<file path="src/shared/drc_consts.svh">
// Register offsets, field positions, reset values and widths of the reference converter.
`ifndef DRC_CONSTS_SVH
`define DRC_CONSTS_SVH

`define DRC_ADDR_W       4
`define DRC_OFF_CONTROL  4'h0
`define DRC_OFF_LEVEL    4'h4
`define DRC_BIT_ON       7
`define DRC_BIT_PIN_EN   5
`define DRC_SRC_HI       3
`define DRC_SRC_LO       2
`define DRC_CODE_W       5
`define DRC_LEVEL_W      16
`define DRC_CONTROL_MASK 8'hac
`define DRC_LEVEL_MASK   8'h1f
`define DRC_RESET_VAL    8'h00
`define DRC_UNMAPPED     32'h00000000

`endif

</file>
<file path="src/shared/drc_pkg.sv">
// Types shared by the reference converter control logic.
package drc_pkg;
   typedef enum logic [1:0] {
      DRC_SRC_SUPPLY,
      DRC_SRC_EXT_PIN,
      DRC_SRC_FIXED_REF,
      DRC_SRC_RESERVED
   } drc_src_type;
endpackage

</file>
<file path="src/core/drc_ref_control.sv">
// Reference converter control: registers, source routing and pin override.
//
// Function
// - Converter runs only while dac_on, bit 7 of dac_control, is one.
// - Five-bit level_code in low bits of dac_level gives 32 levels.
// - Enabled output is lower_ref plus span times level_code over 32.
// - pos_source_sel picks supply, external pin, fixed_ref; code 11 reserved.
// - lower_ref is always ground; nothing selects it.
// - ladder_out goes to comparator, ADC channel and ref_out_pin.
// - ref_pin_drive_en routes level to pin, kills driver, pull-up, input.
// - Port read of ref_out_pin returns zero while carrying the reference.
// - Sleep wake-up leaves dac_control untouched.
// - Any reset disables converter, frees pin, clears all control bits.
// - Unimplemented bits read zero and ignore writes.
`timescale 1ns/1ns
`include "drc_consts.svh"

module drc_ref_control
   import drc_pkg::*;
(
   input  wire logic                    clk,
   input  wire logic                    rst,
   input  wire logic [`DRC_ADDR_W-1:0]  avs_address,
   input  wire logic                    avs_read,
   input  wire logic                    avs_write,
   input  wire logic [31:0]             avs_writedata,
   input  wire logic [3:0]              avs_byteenable,
   output logic      [31:0]             avs_readdata,
   output logic                         avs_waitrequest,
   input  wire logic [`DRC_LEVEL_W-1:0] supply_level,
   input  wire logic [`DRC_LEVEL_W-1:0] ext_ref_level,
   input  wire logic [`DRC_LEVEL_W-1:0] fixed_ref_level,
   input  wire logic                    pin_digital_in,
   output logic      [`DRC_LEVEL_W-1:0] ladder_out,
   output logic      [`DRC_LEVEL_W-1:0] cmp_pos_ref,
   output logic      [`DRC_LEVEL_W-1:0] adc_ref_chan,
   output logic      [`DRC_LEVEL_W-1:0] ref_out_pin_level,
   output logic                         ref_out_pin_connect,
   output logic                         pin_driver_off,
   output logic                         pin_pullup_off,
   output logic                         pin_input_off,
   output logic                         pin_port_read,
   output logic                         dac_on,
   output logic [1:0]                   pos_source_sel,
   output logic [`DRC_CODE_W-1:0]       level_code
);

   // Stored control bits; only implemented positions are ever set.
   logic [7:0] control_ff;
   logic [7:0] nxt_control;
   logic [7:0] level_ff;
   logic [7:0] nxt_level;
   logic       ack_ff;
   logic       pin_sync1_ff;
   logic       pin_sync2_ff;
   logic [`DRC_LEVEL_W-1:0] ladder_ff;
   logic [`DRC_LEVEL_W-1:0] nxt_ladder;

   // Decode of a register access to a given offset.
   function automatic logic hit(input logic [`DRC_ADDR_W-1:0] a,
                                input logic [`DRC_ADDR_W-1:0] off);
      hit = (a == off);
   endfunction

   // Each access is answered one cycle after it is first seen; waitrequest
   // is high while the request is pending so the master holds it stable.
   wire access  = avs_read | avs_write;
   wire take    = access & ack_ff;
   wire wr_ctl  = take & avs_write & avs_byteenable[0]
                  & hit(avs_address, `DRC_OFF_CONTROL);
   wire wr_lvl  = take & avs_write & avs_byteenable[0]
                  & hit(avs_address, `DRC_OFF_LEVEL);
   wire rd_ctl  = hit(avs_address, `DRC_OFF_CONTROL);
   wire rd_lvl  = hit(avs_address, `DRC_OFF_LEVEL);
   assign avs_waitrequest = access & ~ack_ff;

   // Masks drop unimplemented bits so they read zero and ignore writes.
   assign nxt_control = wr_ctl ? (avs_writedata[7:0] & `DRC_CONTROL_MASK)
                               : control_ff;
   assign nxt_level   = wr_lvl ? (avs_writedata[7:0] & `DRC_LEVEL_MASK)
                               : level_ff;

   // Bus handshake and register storage; reset clears every control bit.
   always_ff @(posedge clk) begin
      if (rst) begin
         control_ff <= `DRC_RESET_VAL;
         level_ff   <= `DRC_RESET_VAL;
         ack_ff     <= 1'b0;
      end else begin
         control_ff <= nxt_control;
         level_ff   <= nxt_level;
         ack_ff     <= access & ~ack_ff;
      end
   end

   // Read data is registered during the wait cycle so it is stable at take.
   always_ff @(posedge clk) begin
      if (rst) begin
         avs_readdata <= 32'h00000000;
      end else if (avs_read & ~ack_ff) begin
         avs_readdata <= rd_ctl ? {24'h000000, control_ff} :
                         rd_lvl ? {24'h000000, level_ff} :
                         `DRC_UNMAPPED;
      end
   end

   // Field views of the stored registers.
   assign dac_on         = control_ff[`DRC_BIT_ON];
   assign pos_source_sel = control_ff[`DRC_SRC_HI:`DRC_SRC_LO];
   assign level_code     = level_ff[`DRC_CODE_W-1:0];
   wire   pin_en         = control_ff[`DRC_BIT_PIN_EN];

   // Upper reference mux; the reserved code yields ground rather than a
   // guess, so a stray write cannot drive an unexpected level.
   logic [`DRC_LEVEL_W-1:0] upper_ref;
   always_comb begin
      case (drc_src_type'(pos_source_sel))
         DRC_SRC_SUPPLY:    upper_ref = supply_level;
         DRC_SRC_EXT_PIN:   upper_ref = ext_ref_level;
         DRC_SRC_FIXED_REF: upper_ref = fixed_ref_level;
         default:           upper_ref = '0;
      endcase
   end

   // Ladder model. lower_ref is ground, so the span is upper_ref itself.
   wire [`DRC_LEVEL_W-1:0] lower_ref = '0;
   wire [`DRC_LEVEL_W+4:0] scaled = (upper_ref - lower_ref) * level_code;
   assign nxt_ladder = dac_on
                       ? (scaled[`DRC_LEVEL_W+4:`DRC_CODE_W] + lower_ref)
                       : '0;

   // Registered so data outputs come from flip-flops.
   always_ff @(posedge clk) begin
      if (rst) begin
         ladder_ff <= '0;
      end else begin
         ladder_ff <= nxt_ladder;
      end
   end

   // Distribution of the level to its consumers.
   assign ladder_out        = ladder_ff;
   assign cmp_pos_ref       = ladder_ff;
   assign adc_ref_chan      = ladder_ff;
   assign ref_out_pin_level = pin_en ? ladder_ff : '0;
   assign ref_out_pin_connect = pin_en;
   assign pin_driver_off    = pin_en;
   assign pin_pullup_off    = pin_en;
   assign pin_input_off     = pin_en;

   // The pin level is asynchronous, so it passes two flops before use.
   always_ff @(posedge clk) begin
      if (rst) begin
         pin_sync1_ff <= 1'b0;
         pin_sync2_ff <= 1'b0;
      end else begin
         pin_sync1_ff <= pin_digital_in;
         pin_sync2_ff <= pin_sync1_ff;
      end
   end
   assign pin_port_read = pin_en ? 1'b0 : pin_sync2_ff;
endmodule

</file>
<file path="config.mk">
export PLATFORM = sky130hd
export DESIGN_NAME = drc_ref_control
export DESIGN_NICKNAME = d
export VERILOG_FILES = /design/src/shared/drc_pkg.sv /design/src/core/drc_ref_control.sv
export VERILOG_INCLUDE_DIRS = /design/src /design/src/shared
export SDC_FILE = /design/constraint.sdc
export NUM_CORES = 1
export LEC_CHECK = 0
export ABC_AREA = 1
export BUFFER_PORTS_ARGS = -buffer_cell sky130_fd_sc_hd__buf_2
export CORE_UTILIZATION = 52
export CTS_CLUSTER_DIAMETER = 120
export CTS_CLUSTER_SIZE = 10
export DETAILED_ROUTE_END_ITERATION = 6
export PLACE_DENSITY_LB_ADDON = 0.2
export SLEW_MARGIN = 30
export SYNTH_ARGS = -nofsm -noshare
export SYNTH_HDL_FRONTEND = slang
export SYNTH_SLANG_ARGS = --single-unit
export TNS_END_PERCENT = 1
</file>
<file path="constraint.sdc">
create_clock -name clk -period 7.1 [get_ports clk]
set_input_delay 1.065 -clock clk [delete_from_list [all_inputs] [get_ports clk]]
set_output_delay 1.065 -clock clk [all_outputs]
set_load 0.03 [all_outputs]
</file>
==> metrics, run 1 <==
clk sink count=35; GRT Overall Usage=24.4%; CTS tree=built; DP Cell Count=903; Synth Instances=704; DRC=0; most common flop cell mapped by yosys=dfxtp_1; period utilisation layout=71.7%; final worst path period need=5.09 ns; Area growth syn-to-layout=11.2%; Setup crit start kind=flip-flop; Post-Route Setup TNS=0 ns; Non-Filler Instances=911; Antenna diodes=0; CTS Buf Count=5; Worst slew margin=46.2%; Fmax=196 MHz; nets@finish=963; sequential cell area fraction in the yosys report=15.1%; synthesized area=4650 um2; drt pass-1 iters=4; CP arrival=5.29 ns; DR iter-0 viols=170; Crit. End Element=flip-flop; WL/cell=11.7 um; layout cells sized above 1=21.4%; fraction of registers with async set/reset=0%; Fill cells=881; via count=4513; Initial Util=53.6%; Vias/cell=4.95; Setup Skew=0.00704 ns; first-pass GRT wire length=18.0 mm; hold_buf cts=0; Post-Syn Area per Cell=6.61 um2; leakage=3.51 nW; clock transition at the registers of the reported paths=0.07 ns; die area=9330 um2; gr ovfl total=0; CP cell instances=inv_2 -> nand3_1 -> nand3_1 -> nand2_1 -> inv_1 -> fa_1 -> fa_1 -> inv_1 -> fa_1 -> inv_1 -> ha_1 -> a21oi_1 -> o21ai_0 -> a21oi_1 -> nand2_1 -> a21oi_1 -> nor2_1 -> nor2_1; # setup viols final=0; Final GP Congestion=0.796; EDFF count, synth=0; Maximum Capacitance Violations=0; Pwr Density=85.4 nW/um2; initial antenna violation count=0; H-tree depth=2; Synth warnings=0; largest net degree at the start of global routing=24; clock root buffer=clkbuf_8; setup bufs post-CTS=0; FP Rows=34; RSZ-0062 raised after global routing=false; dpl hpwl=8.88 mm; Final Max Tran Viols=0; die span in x=96.6 um; chip height=96.6 um; Clock Latency Late Sink=0.29 ns; post-synthesis register bit count=35; Yosys cell types=32; Required @ worst endpoint=7.30 ns; WL final=10.7 mm; total core area=8680 um2; num ports=203; worst vdd ir=80.4 uV; buffer depth of the longest clock path=2; Hold WC Path Type=flip-flop to flip-flop; port bufs=149; Worst path max stage delay=0.85 ns; outcome=completed; Slew @ Worst Pin=0.807 ns; critical path class=flip-flop to flip-flop; number of global-route vias before repair=4251; Final ANT Viol Nets=0; Hold Vio Cnt, Final=0; Crit Path Max Fanout=19; post-CTS sizing=0; Crit-path slowest cell=dfxtp_1
## sequential cells by signal, indices dropped and copies added (netlist names)
register and flops:
adc_ref_chan 16, ack_ff 1, level_ff 5, avs_readdata 7, control_ff 4, pin_sync1_ff 1
pin_sync2_ff 1
## layout by cell type (no fill, tap or decap), types with 3 or more instances in the layout
master,n
nand3_2,3
buf_2,149
o21a_1,4
conb_1,25
nor3_1,3
inv_1,157
a21oi_1,40
nand3_1,55
clkbuf_8,7
o21ai_0,32
dfxtp_1,35
nand2_2,8
ha_1,27
a21o_1,3
fa_1,41
nor2_1,49
nand2_1,148
## where the power goes
group / switching (W) / total, W / internal (W)
logic: 0.0000542 / 0.0000778 / 0.0000236
clock network: 0.0000720 / 0.000161 / 0.0000886
registers: 0.00000298 / 0.000203 / 0.000200
total: 0.000129 / 0.000442 / 0.000312
## synth_stat cells (2+ instances only)
master / count / area (um2)
buf_4: 60 / 450
clkbuf_1: 15 / 56.3
o21ai_0: 32 / 160
buf_6: 2 / 22.5
nand3_1: 55 / 275
a31oi_1: 2 / 12.5
buf_1: 3 / 11.3
nand3_2: 3 / 30.0
fa_1: 41 / 821
inv_2: 2 / 7.51
o31ai_1: 2 / 15.0
nand2_2: 8 / 50.1
nor2_1: 49 / 184
nand4_1: 2 / 12.5
ha_1: 27 / 338
o21a_1: 4 / 30.0
nor3_1: 3 / 15.0
dfxtp_1: 35 / 701
a21oi_1: 40 / 200
a21o_1: 3 / 22.5
inv_1: 157 / 589
buf_2: 2 / 10.0
nand2_1: 148 / 556
## final cells by class
class	count	area (um2)	share of cell area, %
multi-input combinational	452	2890	55.9
timing repair buffer	149	746	14.4
sequential	35	701	13.5
inverter	159	597	11.5
tap	108	135	2.61
clock buffer	8	100	1.94
## cells by family after synthesis
kind of cell / count (synthesis) / synth area share, %
other: 1 / 0.0806
adder cells (fa/ha/maj): 68 / 24.9
flip-flops: 35 / 15.1
buffers and inverters: 241 / 24.7
AND/OR/NAND/NOR: 273 / 25.2
AO/OA/AOI/OAI: 86 / 10.0
## worst paths after layout
check | startpoint | to | slack, ns | cells past startpoint
setup reg to reg | control_ff[3] | adc_ref_chan[15] | 2.01 | 18
setup / recovery | control_ff[3] | adc_ref_chan[15] | 2.01 | 18
hold reg to reg | pin_sync1_ff | pin_sync2_ff | 0.41 | 2
hold / removal | pin_sync1_ff | pin_sync2_ff | 0.41 | 2
## routing by layer
metal | vias to the layer above | part of all wire, % | wire length [um] | GRT usage [%]
met2 | 129 | 53 | 5680 | 48.1
met5 | - | 0 | 0 | 0
met1 | 2129 | 41 | 4400 | 28.0
li1 | 2243 | - | - | -
met3 | 12 | 4.1 | 436 | 1.49
met4 | 0 | 1.5 | 158 | 6.86
## metrics by stage
step                utilization [%]  hold WS, ns  worst slack (ns)  power, W  instance area, um2
detailed placement             58.4        0.401              2.08  0.000285                5070
finish                         59.6        0.414              2.01  0.000442                5170
global route                   59.6        0.453              1.69  0.000460                5170
global placement               58.4        0.402              2.21  0.000283                5070
CTS                            59.6        0.416              2.07  0.000442                5170
floorplan                         -        0.388              2.74  0.000266                4740
## worst max-delay path, delay by kind of cell (launching register included)
| kind | cells | cell delay (ns) |
|---|---|---|
| flip-flops | 1 | 0.85 |
| AO/OA/AOI/OAI | 4 | 0.70 |
| AND/OR/NAND/NOR | 6 | 0.97 |
| buffers and inverters | 4 | 0.51 |
| adder cells (fa/ha/maj) | 4 | 1.95 |
No activity file was read; power rests on OpenSTA's default activity.
==> run 2: changes to the inputs <==
ABC_AREA = 0   (was 1)
CORE_UTILIZATION = 49   (was 52)
clock period = 4.79 ns   (was 7.1 ns; I/O delays follow)
==> run 2 against run 1 <==
Against the previous run:
- the run now ends with design-rule violations left
- sequential cell count did not move
- non-clock buffer count is 25 higher
- routed wire length decreased by 14%
- clock skew grew 0.0047 ns
- via count down 16%
- combinational power rose by 35%
==> metrics, run 2 <==
commonest non-fill, non-tap cells in the layout=149 x buf_2, 74 x and2_1, 56 x nand2_1, 56 x inv_1, 41 x fa_1 (was 157 x inv_1, 149 x buf_2, 148 x nand2_1, 55 x nand3_1, 49 x nor2_1); clock transition at the registers of the reported paths=0.08 ns (was 0.07 ns); EDFF count, synth=0 (unchanged); Internal Power=0.000433 W (was 0.000312 W); WL/cell=11.7 um (about the same); die span in x=98.1 um (was 96.6 um); Yosys cell types=44 (was 32); Synth warnings=0 (unchanged); dominant cell type by area after synthesis=fa_1 (unchanged); Post-Syn Area per Cell=8.27 um2 (was 6.61 um2); combinational group share of total power=17.2% (was 17.6%); Final Max Tran Viols=0 (unchanged); M3 GR Usage=2.00% (was 1.49%); WL final=9.14 mm (was 10.7 mm); worst setup margin=0.265 ns (was 2.01 ns); synthesized area=4530 um2 (was 4650 um2); largest net degree at the start of global routing=24 (unchanged); Synth Instances=547 (was 704); Maximum Capacitance Violations=0 (unchanged); failing checks=design-rule violations; Hold WC Path Type=flip-flop to flip-flop (unchanged); critical path class=flip-flop to flip-flop (unchanged); Non-Filler Instances=782 (was 911); global route hottest layer=met2 (unchanged); CP most frequent cell=fa_1; Vias/cell=4.84 (was 4.95); Slew @ Worst Pin=0.842 ns (was 0.807 ns); die area=9620 um2 (was 9330 um2); multi-input logic area=3170 um2 (was 2890 um2); Flop pwr share=48.4% (was 46.0%); Worst slew margin=43.4% (was 46.2%); Final GP Congestion=0.799 (was 0.796); layout cells sized above 1=28.8% (was 21.4%); GRT Overall Usage=19.6% (was 24.4%); outcome=finished with violations (was completed); Setup Skew=0.0118 ns (was 0.00704 ns); commonest non-fill, non-tap cell in the layout=buf_2 (was inv_1); Crit-path slowest cell=fa_1 (was dfxtp_1); CTS tree=built (unchanged); Antenna diodes=0 (unchanged); # setup viols final=0 (unchanged); switching share of power=28.9% (was 29.3%); DR iter-0 viols=122 (was 170); chip height=98.1 um (was 96.6 um); area share of the largest cell type after synthesis=18.1% (was 17.6%); via count=3786 (was 4513); FP Rows=34 (unchanged); met1 usage=27.1% (was 28.0%); initial antenna violation count=0 (unchanged); buffer depth of the longest clock path=2 (unchanged); sequential cell area fraction in the yosys report=15.5% (was 15.1%); post-synthesis register bit count=35 (unchanged); Setup crit start kind=flip-flop (unchanged); fraction of registers with async set/reset=0% (unchanged); crit path buf inv count=3 (was 4); Fmax=221 MHz (was 196 MHz); Hold Vio Cnt, Final=0 (unchanged); nets@finish=834 (was 963); CP arrival=4.74 ns (was 5.29 ns); Final Util=59.3% (was 59.6%); Post-Route Setup TNS=0 ns (unchanged); most instantiated cells after synthesis=74 x and2_1, 60 x buf_4, 56 x inv_1, 56 x nand2_1, 41 x fa_1 (was 157 x inv_1, 148 x nand2_1, 60 x buf_4); Worst path max stage delay=0.54 ns (was 0.85 ns); Final ANT Viol Nets=0 (unchanged); pre-CTS WS=0.0529 ns (was 2.08 ns); leakage=2.85 nW (was 3.51 nW); DP Cell Count=774 (was 903); Pwr Density=116 nW/um2 (was 85.4 nW/um2); number of global-route vias before repair=3460 (was 4251); total core area=8850 um2 (was 8680 um2); dominant cells by area after synthesis=fa_1 18%, dfxtp_1 15%, and2_1 10% (was fa_1 18%, dfxtp_1 15%, inv_1 13%); final worst path period need=4.52 ns (was 5.09 ns); Initial Util=51.1% (was 53.6%); Crit. End Element=flip-flop (unchanged); port bufs=149 (unchanged); clk sink count=35 (unchanged); num ports=203 (unchanged); DRC=18 (was 0); RSZ-0062 raised after global routing=false (unchanged); clock root buffer=clkbuf_8 (unchanged); setup bufs post-CTS=0 (unchanged); clock share of power=34.4% (was 36.4%); Net Switching=0.000176 W (was 0.000129 W); met2 Resource Use GR=32.2% (was 48.1%); CTS Buf Count=5 (unchanged); CP delay by family, top=adder cells (unchanged); Crit Path Max Fanout=7 (was 19); dpl hpwl=7.72 mm (was 8.88 mm); count leader, synth=and2_1 (was inv_1); H-tree depth=2 (unchanged); most common flop cell mapped by yosys=dfxtp_1 (unchanged); period utilisation layout=94.5% (was 71.7%); CP cell instances=buf_4 -> mux2i_1 -> o21ai_0 -> and2_1 -> fa_1 -> fa_1 -> inv_1 -> fa_1 -> inv_1 -> ha_1 -> a21o_1 -> a21oi_1 -> o21a_1 -> o21ai_0 -> a21oi_2 -> a2111o_1 -> o21ai_2 (was inv_2 -> nand3_1 -> nand3_1 -> nand2_1 -> inv_1 -> fa_1 -> fa_1 -> inv_1 -> fa_1 -> inv_1 -> ha_1 -> a21oi_1 -> o21ai_0 -> a21oi_1 -> nand2_1 -> a21oi_1 -> nor2_1 -> nor2_1); Clock Latency Late Sink=0.29 ns (about the same); first-pass GRT wire length=15.5 mm (was 18.0 mm); gr ovfl total=0 (unchanged); Fill cells=822 (was 881); Area growth syn-to-layout=15.9% (was 11.2%); drt pass-1 iters=7 (was 4); Required @ worst endpoint=5.01 ns (was 7.30 ns); register area=706 um2 (was 701 um2); Largest register FFs=16 (unchanged); worst vdd ir=87.1 uV (was 80.4 uV)
## run 2: routing by layer
metal | vias to the layer above | part of all wire [%]
met5 | - | 0
met1 | 1693 | 49
li1 | 1918 | -
met2 | 167 | 44
met4 | 0 | 1.5
met3 | 8 | 5.5
## run 2: power groups by stage
stage | Clock [W] | Sequential (W) | Combinational (W)
floorplan | 0 | 0.000304 | 0.0000708
global placement | 0 | 0.000302 | 0.000101
detailed placement | 0 | 0.000302 | 0.000104
CTS | 0.000219 | 0.000296 | 0.000104
global route | 0.000230 | 0.000296 | 0.000114
finish | 0.000210 | 0.000295 | 0.000105
## run 2: final timing paths
| check | from | to | cells after the start | slack (ns) |
|---|---|---|---|---|
| max | control_ff[3] | adc_ref_chan[15] | 17 | 0.27 |
| min | pin_sync1_ff | pin_sync2_ff | 1 | 0.44 |
| max reg2reg | control_ff[3] | adc_ref_chan[15] | 17 | 0.27 |
| min reg2reg | pin_sync1_ff | pin_sync2_ff | 1 | 0.44 |
## run 2: logic make-up after synthesis
kind of cell / after synthesis / share of synthesized area (%)
AO/OA/AOI/OAI: 74 / 11.0
XOR/XNOR: 12 / 2.32
adder cells (fa/ha/maj): 68 / 25.6
buffers and inverters: 135 / 16.6
flip-flops: 35 / 15.5
multiplexers: 28 / 6.19
other: 1 / 0.0829
AND/OR/NAND/NOR: 194 / 22.8
## run 2: worst reg2reg max path, delay by kind of cell, from the launching register on
kind,cells,cell delay (ns)
and+or+nand+nor,1,0.21
adders and majority gates,4,1.90
buffers and inverters,3,0.26
muxes,1,0.11
DFF,1,0.38
AOI/OAI and AO/OA,8,1.59
## run 2: through the flow
step                      cell area (um2)  hold slack, ns  power [W]
final                                5240           0.443   0.000609
after detailed placement             5140           0.432   0.000406
after floorplan                      4620           0.414   0.000375
after CTS                            5230           0.451   0.000618
after global routing                 5240           0.478   0.000640
after global placement               5140           0.419   0.000403
## run 2: timing repair
item / 4_1_cts / 5_1_grt
setup endpoints to repair: 0 / 11
endpoints found under the hold margin: 0 / 0
hold buffers: 0 / 0
resized for setup: 0 / 7
## run 2: final cells by class
cell class / count / share of cell area [%]
inverters: 56 / 4.01
clock buffers: 6 / 1.38
well taps: 108 / 2.58
repair buffers: 174 / 17.9
clock inverters: 2 / 0.239
multi-input cells: 401 / 60.5
flip-flops and latches: 35 / 13.5
